<file path="src/core/smm_pkg.sv">
package smm_pkg;
  localparam int ADDR_W = 5;
  localparam int DATA_W = 16;
  localparam logic [4:0] EMB_PHY_ADDR = 5'h10;
  localparam logic [1:0] OP_READ = 2'h2;
  localparam logic [1:0] OP_WRITE = 2'h1;
  localparam logic [5:0] PRE_MIN = 6'h20;
  localparam logic [3:0] OP_LAST = 4'h1;
  localparam logic [3:0] ADDR_LAST = 4'h4;
  localparam logic [3:0] TURN_LAST = 4'h1;
  localparam logic [3:0] DATA_LAST = 4'hF;
  localparam logic [4:0] REG_CTRL = 5'h00;
  localparam logic [4:0] REG_STATUS = 5'h01;
  localparam logic [4:0] REG_SPECIAL = 5'h1F;
  localparam logic [15:0] CTRL_RESET = 16'h3100;
  localparam logic [15:0] STATUS_BASE = 16'h7809;
  localparam int STATUS_LINK_BIT = 2;
  localparam int SPECIAL_SPEED_BIT = 1;
  localparam int SPECIAL_DUPLEX_BIT = 0;

  typedef enum logic [2:0] {
    SMM_PRE,
    SMM_START,
    SMM_OP,
    SMM_PHYAD,
    SMM_REGAD,
    SMM_TURN,
    SMM_DATA
  } smm_phase_t;

  // external media address per mode
  function automatic logic [4:0] smm_ext_addr(input logic phy_mode, input logic [4:0] sec);
    smm_ext_addr = phy_mode ? {sec[4:1], 1'b0} : sec;
  endfunction
endpackage

</file>
<file path="src/core/smm_frame_if.sv">
`timescale 1ns/1ps
`default_nettype none
interface smm_frame_if;
  logic rise;
  logic bit_val;
  smm_pkg::smm_phase_t phase;
  logic [3:0] cnt;
  logic [1:0] op;
  logic [4:0] phy_addr;
  logic [4:0] reg_addr;
  logic [15:0] wdata;
  logic done;

  modport parser (input rise, input bit_val, output phase, output cnt, output op, output phy_addr,
                  output reg_addr, output wdata, output done);
  modport user (output rise, output bit_val, input phase, input cnt, input op, input phy_addr,
                input reg_addr, input wdata, input done);
endinterface
`default_nettype wire

</file>
<file path="src/core/smm_top.sv">
`timescale 1ns/1ps
`default_nettype none
module smm_top (
  input wire logic core_clk_in,
  input wire logic rstn_in,
  input wire logic phy_mode_in,
  input wire logic [4:0] ext_port_address_in,
  input wire logic mac_mdc_in,
  input wire logic mac_mdo_in,
  input wire logic mac_mdo_en_in,
  output logic mac_mdin_out,
  output logic emb_mdc_out,
  output logic emb_mdio_out,
  input wire logic emb_mdio_in,
  input wire logic link_up_in,
  input wire logic speed_100_in,
  input wire logic full_duplex_in,
  input wire logic mdc_in,
  output logic mdc_out,
  output logic mdc_oe_n_out,
  input wire logic mdio_in,
  output logic mdio_out,
  output logic mdio_oe_n_out,
  output logic [4:0] ext_media_addr_out,
  output logic phy_mode_out
);
  smm_frame_if fr ();

  logic mdc_s1;
  logic mdc_s2;
  logic mdc_s3;
  logic mdio_s1;
  logic mdio_s2;
  logic mode_s1;
  logic mode_s2;
  logic mode_taken;
  logic phy_mode;
  logic mac_mdc_q;
  logic [15:0] ctrl;
  logic [15:0] shift;
  logic own_drv;
  logic own_bit;
  logic is_emb;
  logic is_ext;
  logic rd_phase;
  logic emb_fwd;

  // read word for the status responder
  function automatic logic [15:0] reg_word(input logic [4:0] ra, input logic [15:0] c, input logic lnk,
                                           input logic spd, input logic dpx);
    logic [15:0] w;
    w = 16'h0000;
    if (ra == smm_pkg::REG_CTRL) begin
      w = c;
    end else if (ra == smm_pkg::REG_STATUS) begin
      w = smm_pkg::STATUS_BASE;
      w[smm_pkg::STATUS_LINK_BIT] = lnk;
    end else if (ra == smm_pkg::REG_SPECIAL) begin
      w[smm_pkg::SPECIAL_SPEED_BIT] = spd;
      w[smm_pkg::SPECIAL_DUPLEX_BIT] = dpx;
    end
    reg_word = w;
  endfunction

  smm_frame_parser u_parser (
    .core_clk_in(core_clk_in),
    .rstn_in(rstn_in),
    .fr(fr)
  );

  // pin synchronisers; the link clock is only sampled here
  always_ff @(posedge core_clk_in or negedge rstn_in) begin
    if (!rstn_in) begin
      mdc_s1 <= 1'b0;
      mdc_s2 <= 1'b0;
      mdc_s3 <= 1'b0;
      mdio_s1 <= 1'b1;
      mdio_s2 <= 1'b1;
    end else begin
      mdc_s1 <= mdc_in;
      mdc_s2 <= mdc_s1;
      mdc_s3 <= mdc_s2;
      mdio_s1 <= mdio_in;
      mdio_s2 <= mdio_s1;
    end
  end

  // strap sync kept out of reset so the level is already through it at release
  always_ff @(posedge core_clk_in) begin
    mode_s1 <= phy_mode_in;
    mode_s2 <= mode_s1;
  end

  // strap caught once after release; a later change of the pin is ignored
  always_ff @(posedge core_clk_in or negedge rstn_in) begin
    if (!rstn_in) begin
      mode_taken <= 1'b0;
      phy_mode <= 1'b0;
    end else if (!mode_taken) begin
      mode_taken <= 1'b1;
      phy_mode <= mode_s2;
    end
  end

  always_ff @(posedge core_clk_in or negedge rstn_in) begin
    if (!rstn_in) begin
      mac_mdc_q <= 1'b0;
    end else begin
      mac_mdc_q <= mac_mdc_in;
    end
  end

  // frame source: own mac in MAC mode, outside mac in PHY mode
  assign fr.rise = phy_mode ? (mdc_s2 & ~mdc_s3) : (mac_mdc_in & ~mac_mdc_q);
  assign fr.bit_val = phy_mode ? mdio_s2 : mac_mdo_in;

  assign is_emb = fr.phy_addr == smm_pkg::EMB_PHY_ADDR;
  assign is_ext = !is_emb && fr.phy_addr == smm_pkg::smm_ext_addr(phy_mode, ext_port_address_in);
  assign rd_phase = fr.op == smm_pkg::OP_READ && (fr.phase == smm_pkg::SMM_TURN || fr.phase == smm_pkg::SMM_DATA);
  assign emb_fwd = rd_phase && is_emb && (fr.phase == smm_pkg::SMM_DATA || fr.cnt == smm_pkg::TURN_LAST);

  // control word written by the outside mac
  always_ff @(posedge core_clk_in or negedge rstn_in) begin
    if (!rstn_in) begin
      ctrl <= smm_pkg::CTRL_RESET;
    end else if (phy_mode && fr.done && fr.op == smm_pkg::OP_WRITE && is_ext
                 && fr.reg_addr == smm_pkg::REG_CTRL) begin
      ctrl <= fr.wdata;
    end
  end

  // status responder: zero in the second turnaround bit, then 16 data bits
  always_ff @(posedge core_clk_in or negedge rstn_in) begin
    if (!rstn_in) begin
      own_drv <= 1'b0;
      own_bit <= 1'b1;
      shift <= 16'h0000;
    end else if (!phy_mode || !(fr.phase == smm_pkg::SMM_TURN || fr.phase == smm_pkg::SMM_DATA)) begin
      own_drv <= 1'b0;
    end else if (fr.rise) begin
      if (fr.phase == smm_pkg::SMM_TURN && fr.cnt == 4'h0) begin
        own_drv <= fr.op == smm_pkg::OP_READ && is_ext;
        own_bit <= 1'b0;
        shift <= reg_word(fr.reg_addr, ctrl, link_up_in, speed_100_in, full_duplex_in);
      end else if (fr.phase == smm_pkg::SMM_DATA && fr.cnt == smm_pkg::DATA_LAST) begin
        own_drv <= 1'b0;
      end else begin
        own_bit <= shift[15];
        shift <= {shift[14:0], 1'b0};
      end
    end
  end

  // clock pin: driven in MAC mode, an input in PHY mode
  always_ff @(posedge core_clk_in or negedge rstn_in) begin
    if (!rstn_in) begin
      mdc_out <= 1'b0;
      mdc_oe_n_out <= 1'b1;
    end else if (phy_mode) begin
      mdc_out <= 1'b0;
      mdc_oe_n_out <= 1'b1;
    end else begin
      mdc_out <= mac_mdc_in;
      mdc_oe_n_out <= 1'b0;
    end
  end

  // data pin: own mac in MAC mode, responder or forwarded phy in PHY mode
  always_ff @(posedge core_clk_in or negedge rstn_in) begin
    if (!rstn_in) begin
      mdio_out <= 1'b1;
      mdio_oe_n_out <= 1'b1;
    end else if (phy_mode) begin
      mdio_out <= emb_fwd ? emb_mdio_in : own_bit;
      mdio_oe_n_out <= !(emb_fwd || own_drv);
    end else begin
      mdio_out <= mac_mdo_in;
      mdio_oe_n_out <= !mac_mdo_en_in;
    end
  end

  // embedded phy follows whichever station is active
  always_ff @(posedge core_clk_in or negedge rstn_in) begin
    if (!rstn_in) begin
      emb_mdc_out <= 1'b0;
      emb_mdio_out <= 1'b1;
    end else if (phy_mode) begin
      emb_mdc_out <= mdc_s2;
      emb_mdio_out <= mdio_s2;
    end else begin
      emb_mdc_out <= mac_mdc_in;
      emb_mdio_out <= mac_mdo_in;
    end
  end

  // embedded phy data only once the mac has let go of the line
  always_ff @(posedge core_clk_in or negedge rstn_in) begin
    if (!rstn_in) begin
      mac_mdin_out <= 1'b1;
    end else if (phy_mode) begin
      mac_mdin_out <= 1'b1;
    end else begin
      mac_mdin_out <= (rd_phase && is_emb && !mac_mdo_en_in) ? emb_mdio_in : mdio_s2;
    end
  end

  // media address follows the programmed value, mode applied
  always_ff @(posedge core_clk_in or negedge rstn_in) begin
    if (!rstn_in) begin
      ext_media_addr_out <= 5'h00;
    end else begin
      ext_media_addr_out <= smm_pkg::smm_ext_addr(phy_mode, ext_port_address_in);
    end
  end

  always_ff @(posedge core_clk_in or negedge rstn_in) begin
    if (!rstn_in) begin
      phy_mode_out <= 1'b0;
    end else begin
      phy_mode_out <= phy_mode;
    end
  end
endmodule // smm_top
`default_nettype wire

</file>
<file path="src/core/smm_frame_parser.sv">
`timescale 1ns/1ps
`default_nettype none
module smm_frame_parser (
  input wire logic core_clk_in,
  input wire logic rstn_in,
  smm_frame_if.parser fr
);
  logic [5:0] pre_cnt;
  logic [3:0] last;
  smm_pkg::smm_phase_t next_phase;

  always_comb begin
    last = smm_pkg::ADDR_LAST;
    next_phase = smm_pkg::SMM_PRE;
    unique case (fr.phase)
      smm_pkg::SMM_PRE: begin
        next_phase = smm_pkg::SMM_START;
      end
      smm_pkg::SMM_START: begin
        next_phase = smm_pkg::SMM_OP;
      end
      smm_pkg::SMM_OP: begin
        last = smm_pkg::OP_LAST;
        next_phase = smm_pkg::SMM_PHYAD;
      end
      smm_pkg::SMM_PHYAD: begin
        next_phase = smm_pkg::SMM_REGAD;
      end
      smm_pkg::SMM_REGAD: begin
        next_phase = smm_pkg::SMM_TURN;
      end
      smm_pkg::SMM_TURN: begin
        last = smm_pkg::TURN_LAST;
        next_phase = smm_pkg::SMM_DATA;
      end
      smm_pkg::SMM_DATA: begin
        last = smm_pkg::DATA_LAST;
        next_phase = smm_pkg::SMM_PRE;
      end
    endcase
  end

  // frame sequencing, one step per rising management clock
  always_ff @(posedge core_clk_in or negedge rstn_in) begin
    if (!rstn_in) begin
      fr.phase <= smm_pkg::SMM_PRE;
      fr.cnt <= 4'h0;
      pre_cnt <= 6'h00;
    end else if (fr.rise) begin
      if (fr.phase == smm_pkg::SMM_PRE) begin
        fr.cnt <= 4'h0;
        if (fr.bit_val) begin
          if (pre_cnt != smm_pkg::PRE_MIN) begin
            pre_cnt <= pre_cnt + 6'h01;
          end
        end else begin
          pre_cnt <= 6'h00;
          if (pre_cnt == smm_pkg::PRE_MIN) begin
            fr.phase <= next_phase;
          end
        end
      end else if (fr.phase == smm_pkg::SMM_START) begin
        fr.cnt <= 4'h0;
        fr.phase <= fr.bit_val ? next_phase : smm_pkg::SMM_PRE;
      end else if (fr.cnt == last) begin
        fr.cnt <= 4'h0;
        fr.phase <= next_phase;
      end else begin
        fr.cnt <= fr.cnt + 4'h1;
      end
    end
  end

  // field capture, msb first
  always_ff @(posedge core_clk_in or negedge rstn_in) begin
    if (!rstn_in) begin
      fr.op <= 2'h0;
      fr.phy_addr <= 5'h00;
      fr.reg_addr <= 5'h00;
      fr.wdata <= 16'h0000;
    end else if (fr.rise) begin
      unique case (fr.phase)
        smm_pkg::SMM_OP: begin
          fr.op <= {fr.op[0], fr.bit_val};
        end
        smm_pkg::SMM_PHYAD: begin
          fr.phy_addr <= {fr.phy_addr[3:0], fr.bit_val};
        end
        smm_pkg::SMM_REGAD: begin
          fr.reg_addr <= {fr.reg_addr[3:0], fr.bit_val};
        end
        smm_pkg::SMM_DATA: begin
          fr.wdata <= {fr.wdata[14:0], fr.bit_val};
        end
        default: begin
          fr.op <= fr.op;
        end
      endcase
    end
  end

  always_ff @(posedge core_clk_in or negedge rstn_in) begin
    if (!rstn_in) begin
      fr.done <= 1'b0;
    end else begin
      fr.done <= fr.rise && fr.phase == smm_pkg::SMM_DATA && fr.cnt == smm_pkg::DATA_LAST;
    end
  end
endmodule // smm_frame_parser
`default_nettype wire

</file>
<file path="config.mk">
export PLATFORM = sky130hd
export DESIGN_NAME = smm_top
export DESIGN_NICKNAME = d
export VERILOG_FILES = /design/src/core/smm_pkg.sv /design/src/core/smm_frame_if.sv /design/src/core/smm_top.sv /design/src/core/smm_frame_parser.sv
export SDC_FILE = /design/constraint.sdc
export NUM_CORES = 1
export LEC_CHECK = 0
export BUFFER_PORTS_ARGS = -buffer_cell sky130_fd_sc_hd__buf_4
export CAP_MARGIN = 40
export CORE_MARGIN = 5
export CORE_UTILIZATION = 56
export CTS_BUF_LIST = sky130_fd_sc_hd__clkbuf_8
export DETAILED_ROUTE_END_ITERATION = 10
export PLACE_DENSITY = 0.81
export SYNTH_ARGS = -nofsm -noshare
export SYNTH_HDL_FRONTEND = slang
export SYNTH_SLANG_ARGS = --single-unit
</file>
<file path="constraint.sdc">
create_clock -name core_clk_in -period 1.9 [get_ports core_clk_in]
set_input_delay 0.285 -clock core_clk_in [delete_from_list [all_inputs] [get_ports core_clk_in]]
set_output_delay 0.285 -clock core_clk_in [all_outputs]
set_load 0.01 [all_outputs]
</file>
Yosys cells after proc, flatten, opt, wreduce, memory -nomap -nowiden
Index checks and enable logic that the tools add are counted.

cells by class
  add/subtract/negate cells = 2
  $mul = 0
  div/mod/pow operators = 0
  order comparisons = 0
  equal/unequal tests = 21
  shift operators = 0
  mux-type cells = 36
  bitwise gates (word level) = 5
  reduce and logical (&&, ||, !) cells = 38

operators by type and width
  cell                   count
  $mux W16               3
  $pmux W3 S7            1
  $mux W3                6
  $mux W1                17
  $logic_and A1 B1 Y1    14
  $mux W13               1
  $mux W4                3
  $mux W6                2
  $eq A5 B5 Y1 const B   2
  $reduce_and A2 Y1      5
  $eq A3 B3 Y1 const B   3
  $ne A2 B2 Y1 const B   4
  $pmux W4 S2            1
  $add A6 B1 Y6 const B  1
  $eq A3 B2 Y1 const B   2
  $eq A6 B6 Y1 const B   1
  $ne A6 B6 Y1 const B   1
  $reduce_and A3 Y1      2
  $reduce_bool A3 Y1     2
  $eq A5 B1 Y1 const B   1
  $eq A5 B5 Y1           1
  $logic_not A1 Y1       5
  $logic_not A5 Y1       1
  $add A4 B1 Y4 const B  1
  15 further kinds       22

word-level totals
  register bits after elaboration = 99
  latch bits = 0
  RAM bits = 0
  ROM bits = 0
  input port bits = 17
  output and inout port bits = 13
  memories kept = 0

Longest topological paths before layout
Gate-level depths: netlist of the first run.

  depth in word-level cells = 8
  depth in mapped cells = 8
  depth with buffers taken out = 7

Modules after synthesis
From an unflattened synthesis of the first run, not the netlist that was laid out.

second synthesis, totals
  cell total of the unflattened synthesis = 388
  area, all modules = 4468.0 um^2

by module, submodules not included
  module            instances  cells an instance  area each (um^2)  seq. area each (um^2)
  smm_top           1          212                2442.3            1430.1
  smm_frame_parser  1          176                2025.7            1051.0

Worst setup path before layout of the first run
Ideal clock, no wire load.

  kind = register -> register
  from = register u_parser.fr.phy_addr[3]
  to = register ctrl[10]
  library setup time = 0.125 ns
  data arrival time = 1.843 ns
  data required time = 1.775 ns
  slack = -0.068 ns
  stages on the path, launching flop included = 8
  path buffers = 2
  clock period less this slack = 1.968 ns
  path through = dfrtp_1 -> xor2_1 -> nor4_2 -> nand3_1 -> or3_1 -> buf_6 -> buf_12 -> mux2_4

on the way
  longest elaborated chain between the ends = 5
  elaborated cells on any way between the ends = 6
  those cells by class = eq/ne (2); reduce/logical (4)

RTL lines
  what                    line                    source
  start, declared         smm_frame_if.sv:14      modport parser (input rise, input bit_val, output phase, output cnt, output op, output phy_addr,
  start signal, assigned  smm_frame_parser.sv:87  fr.phy_addr <= {fr.phy_addr[3:0], fr.bit_val};
  $eq A5 B5 Y1            smm_top.sv:117          assign is_emb = fr.phy_addr == smm_pkg::EMB_PHY_ADDR;
  $logic_not A1 Y1        smm_top.sv:118          assign is_ext = !is_emb && fr.phy_addr == smm_pkg::smm_ext_addr(phy_mode, ext_port_address_in);
  $logic_and A1 B1 Y1 *   smm_top.sv:118
  $logic_and A1 B1 Y1 *   smm_top.sv:126          end else if (phy_mode && fr.done && fr.op == smm_pkg::OP_WRITE && is_ext
  $logic_and A1 B1 Y1 *   smm_top.sv:127          && fr.reg_addr == smm_pkg::REG_CTRL) begin
  end signal, assigned    smm_top.sv:125          ctrl <= smm_pkg::CTRL_RESET;
  end signal, assigned    smm_top.sv:128          ctrl <= fr.wdata;
  end, declared           smm_top.sv:39           logic [15:0] ctrl;

Every way passes the cells marked *; elsewhere a longest branch is shown, timed or not.
A chain may end at the register's enable or synchronous reset.

Final worst setup path of the first run
  from = register u_parser.fr.phy_addr[3]
  to = register ctrl[7]

The elaborated chain is that of the path after synthesis.

==> flow_metrics.env, run 1 <==
export IMPL_finalWirelength_um=9060
export IMPL_seqCellArea_sq_um=2480
export IMPL_viasPerCell=5.68
export IMPL_placement_io_buffers=29
export IMPL_drc_errors=0
export IMPL_die_h_um=98.5
export IMPL_wl_per_cell_um=16.4
export IMPL_tns_ns=-1.11
export IMPL_hold_path_class="input port to flop"
export IMPL_ys_top_cells_by_count="dfrtp_1 (86), mux2_2 (33), nand2_1 (30)"
export IMPL_drtIter0Drc=225
export IMPL_grt_pass1_wl_um=15000
export IMPL_gp_congestion=0.861
export IMPL_cp_required_ns=2.16
export IMPL_synth_seq_cells=99
export IMPL_firstDrtPassIters=4
export IMPL_grt_usage_pct=19.4
export IMPL_fin_total_pwr_w=0.00592
export IMPL_dieWidth_um=98.5
export IMPL_synth_cell_area_sq_um=4380
export IMPL_clk_latency_ns=0.36
export IMPL_grt_start_max_net_pins=39
export IMPL_cp_max_fo=16
export IMPL_period_share_pct=105
export IMPL_die_area_sq_um=9690
export IMPL_clk_pin_slew_ns=0.10
export IMPL_final_nets=466
export IMPL_ys_seq_area_share_pct=56.6
export IMPL_synthArstFlopShare_pct=98.0
export IMPL_setup_ws_ns=-0.0891
export IMPL_final_area_sq_um=5340
export IMPL_cts_sinks=99
export IMPL_worstSetupPathType="flop to flop"
export IMPL_num_vias=3129
export IMPL_yosysWarnings=0
export IMPL_p_per_area_nw_per_um2=1110
export IMPL_cts_buffer_depth=2
export IMPL_initial_core_util_pct=57.0
export IMPL_grt_overflow_total=0
export IMPL_syn_to_final_growth_pct=21.9
export IMPL_max_cap_violations=0
export IMPL_synth_most_common_cell="dfrtp_1"
export IMPL_synth_cell_types=60
export IMPL_yosysTopAreaCellShare_pct=49.1
export IMPL_rows=32
export IMPL_core_area_sq_um=7690
export IMPL_fin_crit_ns=1.99
export IMPL_synth_fp_nets=395
export IMPL_ant_nets=0
export IMPL_finalHoldViolCount=0
export IMPL_grt_pass1_vias=3068
export IMPL_synth_largest_area_cell="dfrtp_1"
export IMPL_cts_tree="yes"
export IMPL_fill_cells=537
export IMPL_arrival_ns=2.25
export IMPL_rsz0062_at_grt="true"
export IMPL_synth_cells=373
export IMPL_final_max_slew_viol_count=0
export IMPL_placed_area_sq_um=4940
export IMPL_pin_count=30
export IMPL_clock_skew_ns=0.00959
export IMPL_yosys_top_cells_area="dfrtp_1 (49%), mux2_2 (8.5%), dfstp_2 (6.6%)"
export IMPL_post_dp_hpwl_um=6360
export IMPL_outcome="complete, but fails checks"
export IMPL_ir_drop_uv=585
export IMPL_drive_gt1_share_pct=38.8
export IMPL_num_antenna_cells=0
export IMPL_synth_edf_count=0
export IMPL_multi_input_area_sq_um=1890
export IMPL_setup_viol=17
export IMPL_start_kind="flop"
export IMPL_failed_checks="setup timing"
export IMPL_max_freq_ghz=0.503
export IMPL_htree_levels=3
export IMPL_antenna_found_initial=0
export IMPL_ys_flop_type="dfrtp_1"
export IMPL_leakagePower_nw=2.49
export IMPL_tightestPinTransition_ns=0.502
export IMPL_numCtsBuffers=9
export IMPL_end_kind="flop"
export IMPL_relSlewSlack_pct=66.4
export IMPL_cts_root_buffer="clkbuf_8"
export IMPL_postSynthAreaPerCell_sq_um=11.7
## per-stage QoR
stage               utilization (%)  cells  hold slack (ns)  worst slack (ns)
floorplan                         -    373          -0.0106           -0.0562
global placement               64.2    523            0.222           -0.0639
detailed placement             64.2    523            0.224           -0.0761
CTS                            67.2    541          0.00639           -0.0765
global route                   69.5    551         0.000857            -0.134
finish                         69.5    551           0.0191           -0.0891
## sequential cells by signal (all words and copies together), names as in the netlist, 2 cells and up
| register | cells |
|---|---|
| u_parser.fr.reg_addr | 5 |
| u_parser.pre_cnt | 6 |
| u_parser.fr.phy_addr | 5 |
| u_parser.fr.cnt | 4 |
| u_parser.fr.phase | 3 |
| shift | 16 |
| u_parser.fr.wdata | 16 |
| u_parser.fr.op | 2 |
| ctrl | 16 |
| ext_media_addr_out | 5 |
## cells in the final DEF (no fill, tap or decap), types with 4 or more instances in the layout
master	instances
nor2b_1	5
inv_1	9
a21oi_1	11
ha_1	5
buf_4	70
dfrtp_1	83
mux2i_1	4
xor2_1	5
clkbuf_8	9
mux2_4	10
dfstp_2	11
nand3_1	14
a22oi_1	8
nor2_1	20
mux2_2	33
nor3_1	7
nand2_1	29
o21ai_0	28
nand2b_1	5
## final cells by class
type                       count  area share, %
sequential                    99           46.5
multi-input combinational    248           35.4
clock inverter                 7           1.10
clock buffer                   9           2.32
tap                          102           2.39
timing repair buffer          76           11.6
inverter                      10          0.703
## what timing repair did
action,4_1_cts,5_1_grt
hold endpoints to repair,20,1
pin swaps,3,14
gates resized for setup,8,24
hold buffers,1,1
setup endpoints to repair,30,64
setup buffers,1,9
## final timing paths
kind	startpoint	endpoint	slack, ns	cells after the start
worst min register to register	mode_s1$_DFF_P_	mode_s2$_DFF_P_	0.34	0
max in group asynchronous	rstn_in	mdc_oe_n_out$_DFF_PN1_	0.89	3
min in group asynchronous	rstn_in	ext_media_addr_out[2]$_DFF_PN0_	0.37	2
worst max-delay path	u_parser.fr.phy_addr[3]$_DFFE_PN0P_	ctrl[7]$_DFFE_PN0P_	-0.09	6
worst max register to register	u_parser.fr.phy_addr[3]$_DFFE_PN0P_	ctrl[7]$_DFFE_PN0P_	-0.09	6
worst min-delay path	phy_mode_in	mode_s1$_DFF_P_	0.02	1
## logic make-up (layout without fill, tap and decap cells)
logic type	Yosys count	in the layout	synth area share, %
buf+inv	26	102	3.03
xor+xnor	8	8	1.60
mux	49	49	13.3
simple gates	114	114	13.9
flops	99	99	56.6
other cells	1	1	0.0856
compound gates	71	71	10.0
fa+ha+maj	5	5	1.43
## metal layers
metal | vias to the layer above | global-route usage [%] | share of wire [%]
li1 | 1477 | - | -
met3 | 17 | 4.10 | 5.0
met2 | 90 | 29.2 | 46
met5 | - | 0 | 0
met1 | 1545 | 27.3 | 46
met4 | 0 | 8.82 | 2.7
## critical path, cell delays in order, from the launching register on
cell	delay, ns
dfrtp_1	0.41
xor2_1	0.18
nor4_2	0.31
nand3_1	0.16
or3_4	0.36
buf_12	0.17
mux2_4	0.30
## report_power, final
group          total, W  switching [W]  internal (W)
Combinational   0.00181       0.000912      0.000895
Sequential      0.00285       0.000332       0.00252
Clock           0.00126       0.000761      0.000499
Total           0.00592        0.00201       0.00392
Power figures use the tool's default switching activity.
==> inputs of run 2 (changes only) <==
--- a/config.mk
+++ b/config.mk
@@ -7,11 +7,12 @@
 export LEC_CHECK = 0
 export BUFFER_PORTS_ARGS = -buffer_cell sky130_fd_sc_hd__buf_4
 export CAP_MARGIN = 40
+export CORE_ASPECT_RATIO = 1.75
 export CORE_MARGIN = 5
-export CORE_UTILIZATION = 56
+export CORE_UTILIZATION = 61
 export CTS_BUF_LIST = sky130_fd_sc_hd__clkbuf_8
 export DETAILED_ROUTE_END_ITERATION = 10
-export PLACE_DENSITY = 0.81
+export PLACE_DENSITY = 0.83
 export SYNTH_ARGS = -nofsm -noshare
 export SYNTH_HDL_FRONTEND = slang
 export SYNTH_SLANG_ARGS = --single-unit
==> constraint.sdc (replaced) <==
create_clock -name core_clk_in -period 2.5 [get_ports core_clk_in]
set_input_delay 0.375 -clock core_clk_in [delete_from_list [all_inputs] [get_ports core_clk_in]]
set_output_delay 0.375 -clock core_clk_in [all_outputs]
set_load 0.01 [all_outputs]
==> run 2 against run 1 <==
Effect of this change:
- the run now ends clean
- count of clock-buffer cells in the layout increased by 1
- sequential cell count unchanged
- critical path type unchanged
- worst hold slack gained 0.081 ns
- global-route usage increased by 1.9 points
- register-to-register slack better by 0.31 ns
- clock skew up 0.00092 ns
- utilization decreased by 0.24 points
- largest cell class unchanged
- die area is 6.7% lower
- wire length fell by 6.8%
- sequential power fell by 22%
- critical path depth unchanged
==> flow_metrics.env, run 2 (synthesis results as in run 1) <==
export IMPL_outcome="finished, final reports clean"
export IMPL_p_per_area_nw_per_um2=878
export IMPL_syn_to_final_growth_pct=12.6
export IMPL_die_area_sq_um=9040
export IMPL_cp_required_ns=2.81
export IMPL_reg2reg_slack_ns=0.23
export IMPL_ir_drop_uv=757
export IMPL_period_share_pct=91.0
export IMPL_final_common_cell="dfrtp_1"
export IMPL_cp_max_fo=15
export IMPL_grt_usage_pct=21.3
export IMPL_fin_crit_ns=2.27
export IMPL_switching_share_pct=31.5
export IMPL_initial_core_util_pct=61.4
export IMPL_top_regs="ctrl (16), shift (16), u_parser.fr.wdata (16)"
export IMPL_intPower_w=0.00297
export IMPL_num_vias=2878
export IMPL_setup_viol=0
export IMPL_cts_root_buffer="clkbuf_8"
export IMPL_worstPathCellList="nor2b_1 > o21ai_0 > a2111oi_0 > buf_4 > mux2i_1 > a21oi_1"
export IMPL_hold_path_class="input port to flop"
export IMPL_end_kind="flop"
export IMPL_wl_per_cell_um=16.9
export IMPL_post_cts_setup_buffers=0
export IMPL_switchingPower_w=0.00137
export IMPL_core_area_sq_um=7130
export IMPL_clock_skew_ns=0.0105
export IMPL_max_freq_ghz=0.440
export IMPL_clk_pin_slew_ns=0.09
export IMPL_die_h_um=122
export IMPL_cts_tree="yes"
export IMPL_grt_overflow_total=0
export IMPL_firstDrtPassIters=5
export IMPL_placement_io_buffers=29
export IMPL_gp_congestion=0.864
export IMPL_final_nets=430
export IMPL_drive_gt1_share_pct=28.1
export IMPL_numCtsBuffers=9
export IMPL_clk_latency_ns=0.37
export IMPL_start_kind="flop"
export IMPL_cts_repair_resized=0
export IMPL_drtIter0Drc=279
export IMPL_hold_ws_ns=0.0999
export IMPL_antenna_found_initial=0
export IMPL_crit_slowest_cell="a2111oi_0"
export IMPL_relSlewSlack_pct=52.5
export IMPL_viasPerCell=5.77
export IMPL_power_frac_seq_pct=51.4
export IMPL_grt_pass1_wl_um=14500
export IMPL_utilization_pct=69.2
export IMPL_post_dp_hpwl_um=6180
export IMPL_pin_count=30
export IMPL_grt_start_max_net_pins=62
export IMPL_setup_ws_ns=0.226
export IMPL_finalNonFillerCells=499
export IMPL_tns_ns=0
export IMPL_final_max_slew_viol_count=0
export IMPL_slowest_delay_ns=0.68
export IMPL_cts_hold_buf=1
export IMPL_grt_pass1_vias=3025
export IMPL_num_antenna_cells=0
export IMPL_layout_common_cells="dfrtp_1 (86), buf_4 (38), mux2_2 (33), nand2_1 (30), o21ai_0 (29)"
export IMPL_cts_buffer_depth=2
export IMPL_arrival_ns=2.58
export IMPL_finalHoldViolCount=0
export IMPL_htree_levels=3
export IMPL_tightestPinTransition_ns=0.694
export IMPL_drc_errors=0
export IMPL_leakagePower_nw=2.32
export IMPL_pre_cts_ws_ns=0.272
export IMPL_dieWidth_um=74.1
export IMPL_finalWirelength_um=8440
export IMPL_max_cap_violations=0
export IMPL_ant_nets=0
export IMPL_worstSetupPathType="flop to flop"
export IMPL_cts_sinks=99
export IMPL_rows=41
export IMPL_combinationalPowerShare_pct=22.5
export IMPL_power_frac_clock_pct=26.1
export IMPL_dp_cells=482
export IMPL_rsz0062_at_grt="false"
[run 2: path summary, 6_finish.rpt]
path                                             startpoint              endpoint  cells past startpoint
max                        u_parser.fr.phase[1]$_DFFE_PN0P_    mdio_out$_DFF_PN1_                      6
min                                                  mdc_in      mdc_s1$_DFF_PN0_                      1
max reg2reg                u_parser.fr.phase[1]$_DFFE_PN0P_    mdio_out$_DFF_PN1_                      6
min reg2reg                                 mode_s1$_DFF_P_       mode_s2$_DFF_P_                      0
max in group asynchronous                           rstn_in  ctrl[13]$_DFFE_PN1P_                      3
min in group asynchronous                           rstn_in      mdc_s2$_DFF_PN0_                      2
[run 2: cell type report]
class / instances / area (sq um)
Clock inverter: 6 / 88.8
Tap cell: 86 / 108
Inverter: 10 / 37.5
Timing Repair Buffer: 40 / 315
Fill cell: 506 / 2190
Sequential cell: 99 / 2480
Multi-Input combinational cell: 248 / 1770
Clock buffer: 10 / 138
[run 2: metrics by stage]
step	total power, W	cell area, sq um
2_1_floorplan	0.00290	4380
3_3_place_gp	0.00316	4700
3_5_place_dp	0.00322	4700
4_1_cts	0.00436	4940
5_1_grt	0.00462	4940
6_report	0.00433	4940
[run 2: routing by layer]
layer	routed length (um)	track usage [%]
met2	4650	36.5
met4	341	10.2
met5	0	0
met3	341	5.45
met1	3100	24.0
[run 2: critical path: cells and delay by family, from the launching register on]
kind | cells | cell delay [ns]
simple gates | 1 | 0.28
compound gates | 3 | 0.92
buf+inv | 1 | 0.23
flops | 1 | 0.60
mux | 1 | 0.18
[run 2: power by group through the flow]
stage                     combinational (W)  sequential (W)  clock [W]
after floorplan                    0.000768         0.00213          0
after global placement             0.000934         0.00223          0
after detailed placement           0.000974         0.00225          0
after CTS                          0.000979         0.00222    0.00116
after global routing                0.00111         0.00228    0.00123
final                              0.000976         0.00223    0.00113
==> inputs of run 3 (changes only) <==
--- a/config.mk
+++ b/config.mk
@@ -7,7 +7,7 @@
 export LEC_CHECK = 0
 export BUFFER_PORTS_ARGS = -buffer_cell sky130_fd_sc_hd__buf_4
 export CAP_MARGIN = 40
-export CORE_ASPECT_RATIO = 1.75
+export CORE_ASPECT_RATIO = 0.7
 export CORE_MARGIN = 5
 export CORE_UTILIZATION = 61
 export CTS_BUF_LIST = sky130_fd_sc_hd__clkbuf_8
==> run 3 against run 2 <==
Effect of this change:
- clock power is 15% lower
- first-iteration DRC count decreased by 13%
- critical path depth shrank 1
- die area shrank 0.43%
- count of clock-buffer cells in the layout decreased by 1
- total power fell by 3.2%
- wire length up 1.6%
==> flow_metrics.env, run 3 (synthesis results as in run 1) <==
export IMPL_grt_overflow_total=0
export IMPL_hold_start="phy_mode_in"
export IMPL_cts_sinks=99
export IMPL_start_kind="flop"
export IMPL_tns_ns=0
export IMPL_clk_latency_ns=0.37
export IMPL_num_antenna_cells=0
export IMPL_r2r_cells=5
export IMPL_regToRegStartpoint="u_parser.fr.phase[0]$_DFFE_PN0P_"
export IMPL_top_regs="ctrl (16), shift (16), u_parser.fr.wdata (16)"
export IMPL_syn_to_final_growth_pct=11.8
export IMPL_hold_ws_ns=0.102
export IMPL_leakagePower_nw=2.31
export IMPL_setup_viol=0
export IMPL_layout_common_cells="dfrtp_1 (86), buf_4 (37), mux2_2 (33), nand2_1 (30), o21ai_0 (29)"
export IMPL_max_cap_violations=0
export IMPL_drc_errors=0
export IMPL_finalWirelength_um=8580
export IMPL_arrival_ns=2.50
export IMPL_core_area_sq_um=6880
export IMPL_cp_max_fo=17
export IMPL_firstDrtPassIters=5
export IMPL_period_share_pct=88.9
export IMPL_fin_crit_ns=2.22
export IMPL_hold_path_class="input port to flop"
export IMPL_p_per_area_nw_per_um2=856
export IMPL_wl_per_cell_um=17.0
export IMPL_viasPerCell=5.92
export IMPL_ant_nets=0
export IMPL_holdPathStages=1
export IMPL_final_common_cell="dfrtp_1"
export IMPL_min_to="mode_s1$_DFF_P_"
export IMPL_grt_usage_pct=21.4
export IMPL_die_h_um=80.9
export IMPL_grt_start_max_net_pins=61
export IMPL_grt_pass1_vias=2941
export IMPL_ir_drop_uv=487
export IMPL_timing_rr_end="shift[8]$_DFFE_PN0P_"
export IMPL_pin_count=30
export IMPL_post_dp_hpwl_um=6250
export IMPL_drtIter0Drc=243
export IMPL_end_kind="flop"
export IMPL_grt_pass1_wl_um=15000
export IMPL_drive_gt1_share_pct=27.2
export IMPL_clk_pin_slew_ns=0.09
export IMPL_cp_required_ns=2.77
export IMPL_max_freq_ghz=0.450
export IMPL_final_max_slew_viol_count=0
export IMPL_placement_io_buffers=29
export IMPL_rows=25
export IMPL_cts_root_buffer="clkbuf_8"
export IMPL_clock_skew_ns=0.00818
export IMPL_num_vias=2998
export IMPL_tightestPinTransition_ns=0.496
export IMPL_rsz0062_at_grt="false"
export IMPL_cts_buffer_depth=2
export IMPL_final_nets=429
export IMPL_finalHoldViolCount=0
export IMPL_initial_core_util_pct=63.7
export IMPL_outcome="finished, final reports clean"
export IMPL_post_cts_setup_buffers=0
export IMPL_die_area_sq_um=9010
export IMPL_dieWidth_um=111
export IMPL_antenna_found_initial=0
export IMPL_htree_levels=3
export IMPL_gp_congestion=0.832
export IMPL_worstSetupPathType="flop to flop"
export IMPL_reg2reg_slack_ns=0.28
export IMPL_relSlewSlack_pct=66.8
export IMPL_numCtsBuffers=9
export IMPL_cts_tree="yes"
[run 3: cell types whose count changed in the layout (fill, tap and decap cells not counted), sizes merged]
cell | previous run | this run
clkbuf | 10 | 9
inv | 10 | 13
bufinv | 2 | 1
clkinvlp | 2 | 1
buf | 39 | 38
[run 3: what timing repair did]
item,4_1_cts,5_1_grt
hold buffers,1,0
resized for setup,0,0
hold endpoints to repair,28,0
[run 3: layout make-up]
type / instances / area, sq um
flip-flops and latches: 99 / 2480
fillers: 483 / 1980
multi-input cells: 248 / 1770
repair buffers: 39 / 308
clock buffers: 9 / 124
well taps: 94 / 118
clock inverters: 7 / 62.6
inverters: 10 / 37.5
[run 3: through the flow]
| stage | std cells | instance area (sq um) | worst slack, ns | total power [W] | utilization [%] |
|---|---|---|---|---|---|
| detailed placement | 489 | 4700 | 0.275 | 0.00325 | 68.3 |
| global placement | 489 | 4700 | 0.369 | 0.00317 | 68.3 |
| global route | 506 | 4900 | 0.0545 | 0.00448 | 71.2 |
| floorplan | 373 | 4380 | 0.532 | 0.00290 | - |
| finish | 506 | 4900 | 0.278 | 0.00419 | 71.2 |
| CTS | 506 | 4900 | 0.236 | 0.00422 | 71.2 |
[run 3: critical path, stage by stage, from the launching register on]
cell,delay (ns)
dfrtp_1,0.59
nand3b_1,0.33
nor2_1,0.11
or3_1,0.58
buf_4,0.28
o21ai_0,0.23
[run 3: worst max-delay path by stage]
stage                     slack, ns  depth (start not counted)                    end                                start
after floorplan                0.53                          7   ctrl[10]$_DFFE_PN0P_  u_parser.fr.phy_addr[3]$_DFFE_PN0P_
after CTS                      0.24                          5   shift[8]$_DFFE_PN0P_                 phy_mode$_DFFE_PN0N_
final                          0.28                          5   shift[8]$_DFFE_PN0P_     u_parser.fr.phase[0]$_DFFE_PN0P_
after global routing           0.05                          5   shift[8]$_DFFE_PN0P_                 phy_mode$_DFFE_PN0N_
after global placement         0.37                          6  shift[12]$_DFFE_PN0P_                 phy_mode$_DFFE_PN0N_
after detailed placement       0.28                          5   shift[8]$_DFFE_PN0P_                 phy_mode$_DFFE_PN0N_
[run 3: report_power, final]
group	leakage (nW)	total (W)	switching, W	internal (W)
registers	1.24	0.00223	0.000315	0.00191
logic	0.965	0.00100	0.000536	0.000464
clock network	0.103	0.000965	0.000514	0.000451
[run 3: routing by layer]
metal / vias to the layer above / routed length, um / global-route usage [%]
li1: 1394 / - / -
met1: 1480 / 4080 / 31.1
met2: 104 / 3710 / 30.4
met3: 20 / 623 / 6.85
met4: 0 / 158 / 7.78
met5: - / 0 / 0
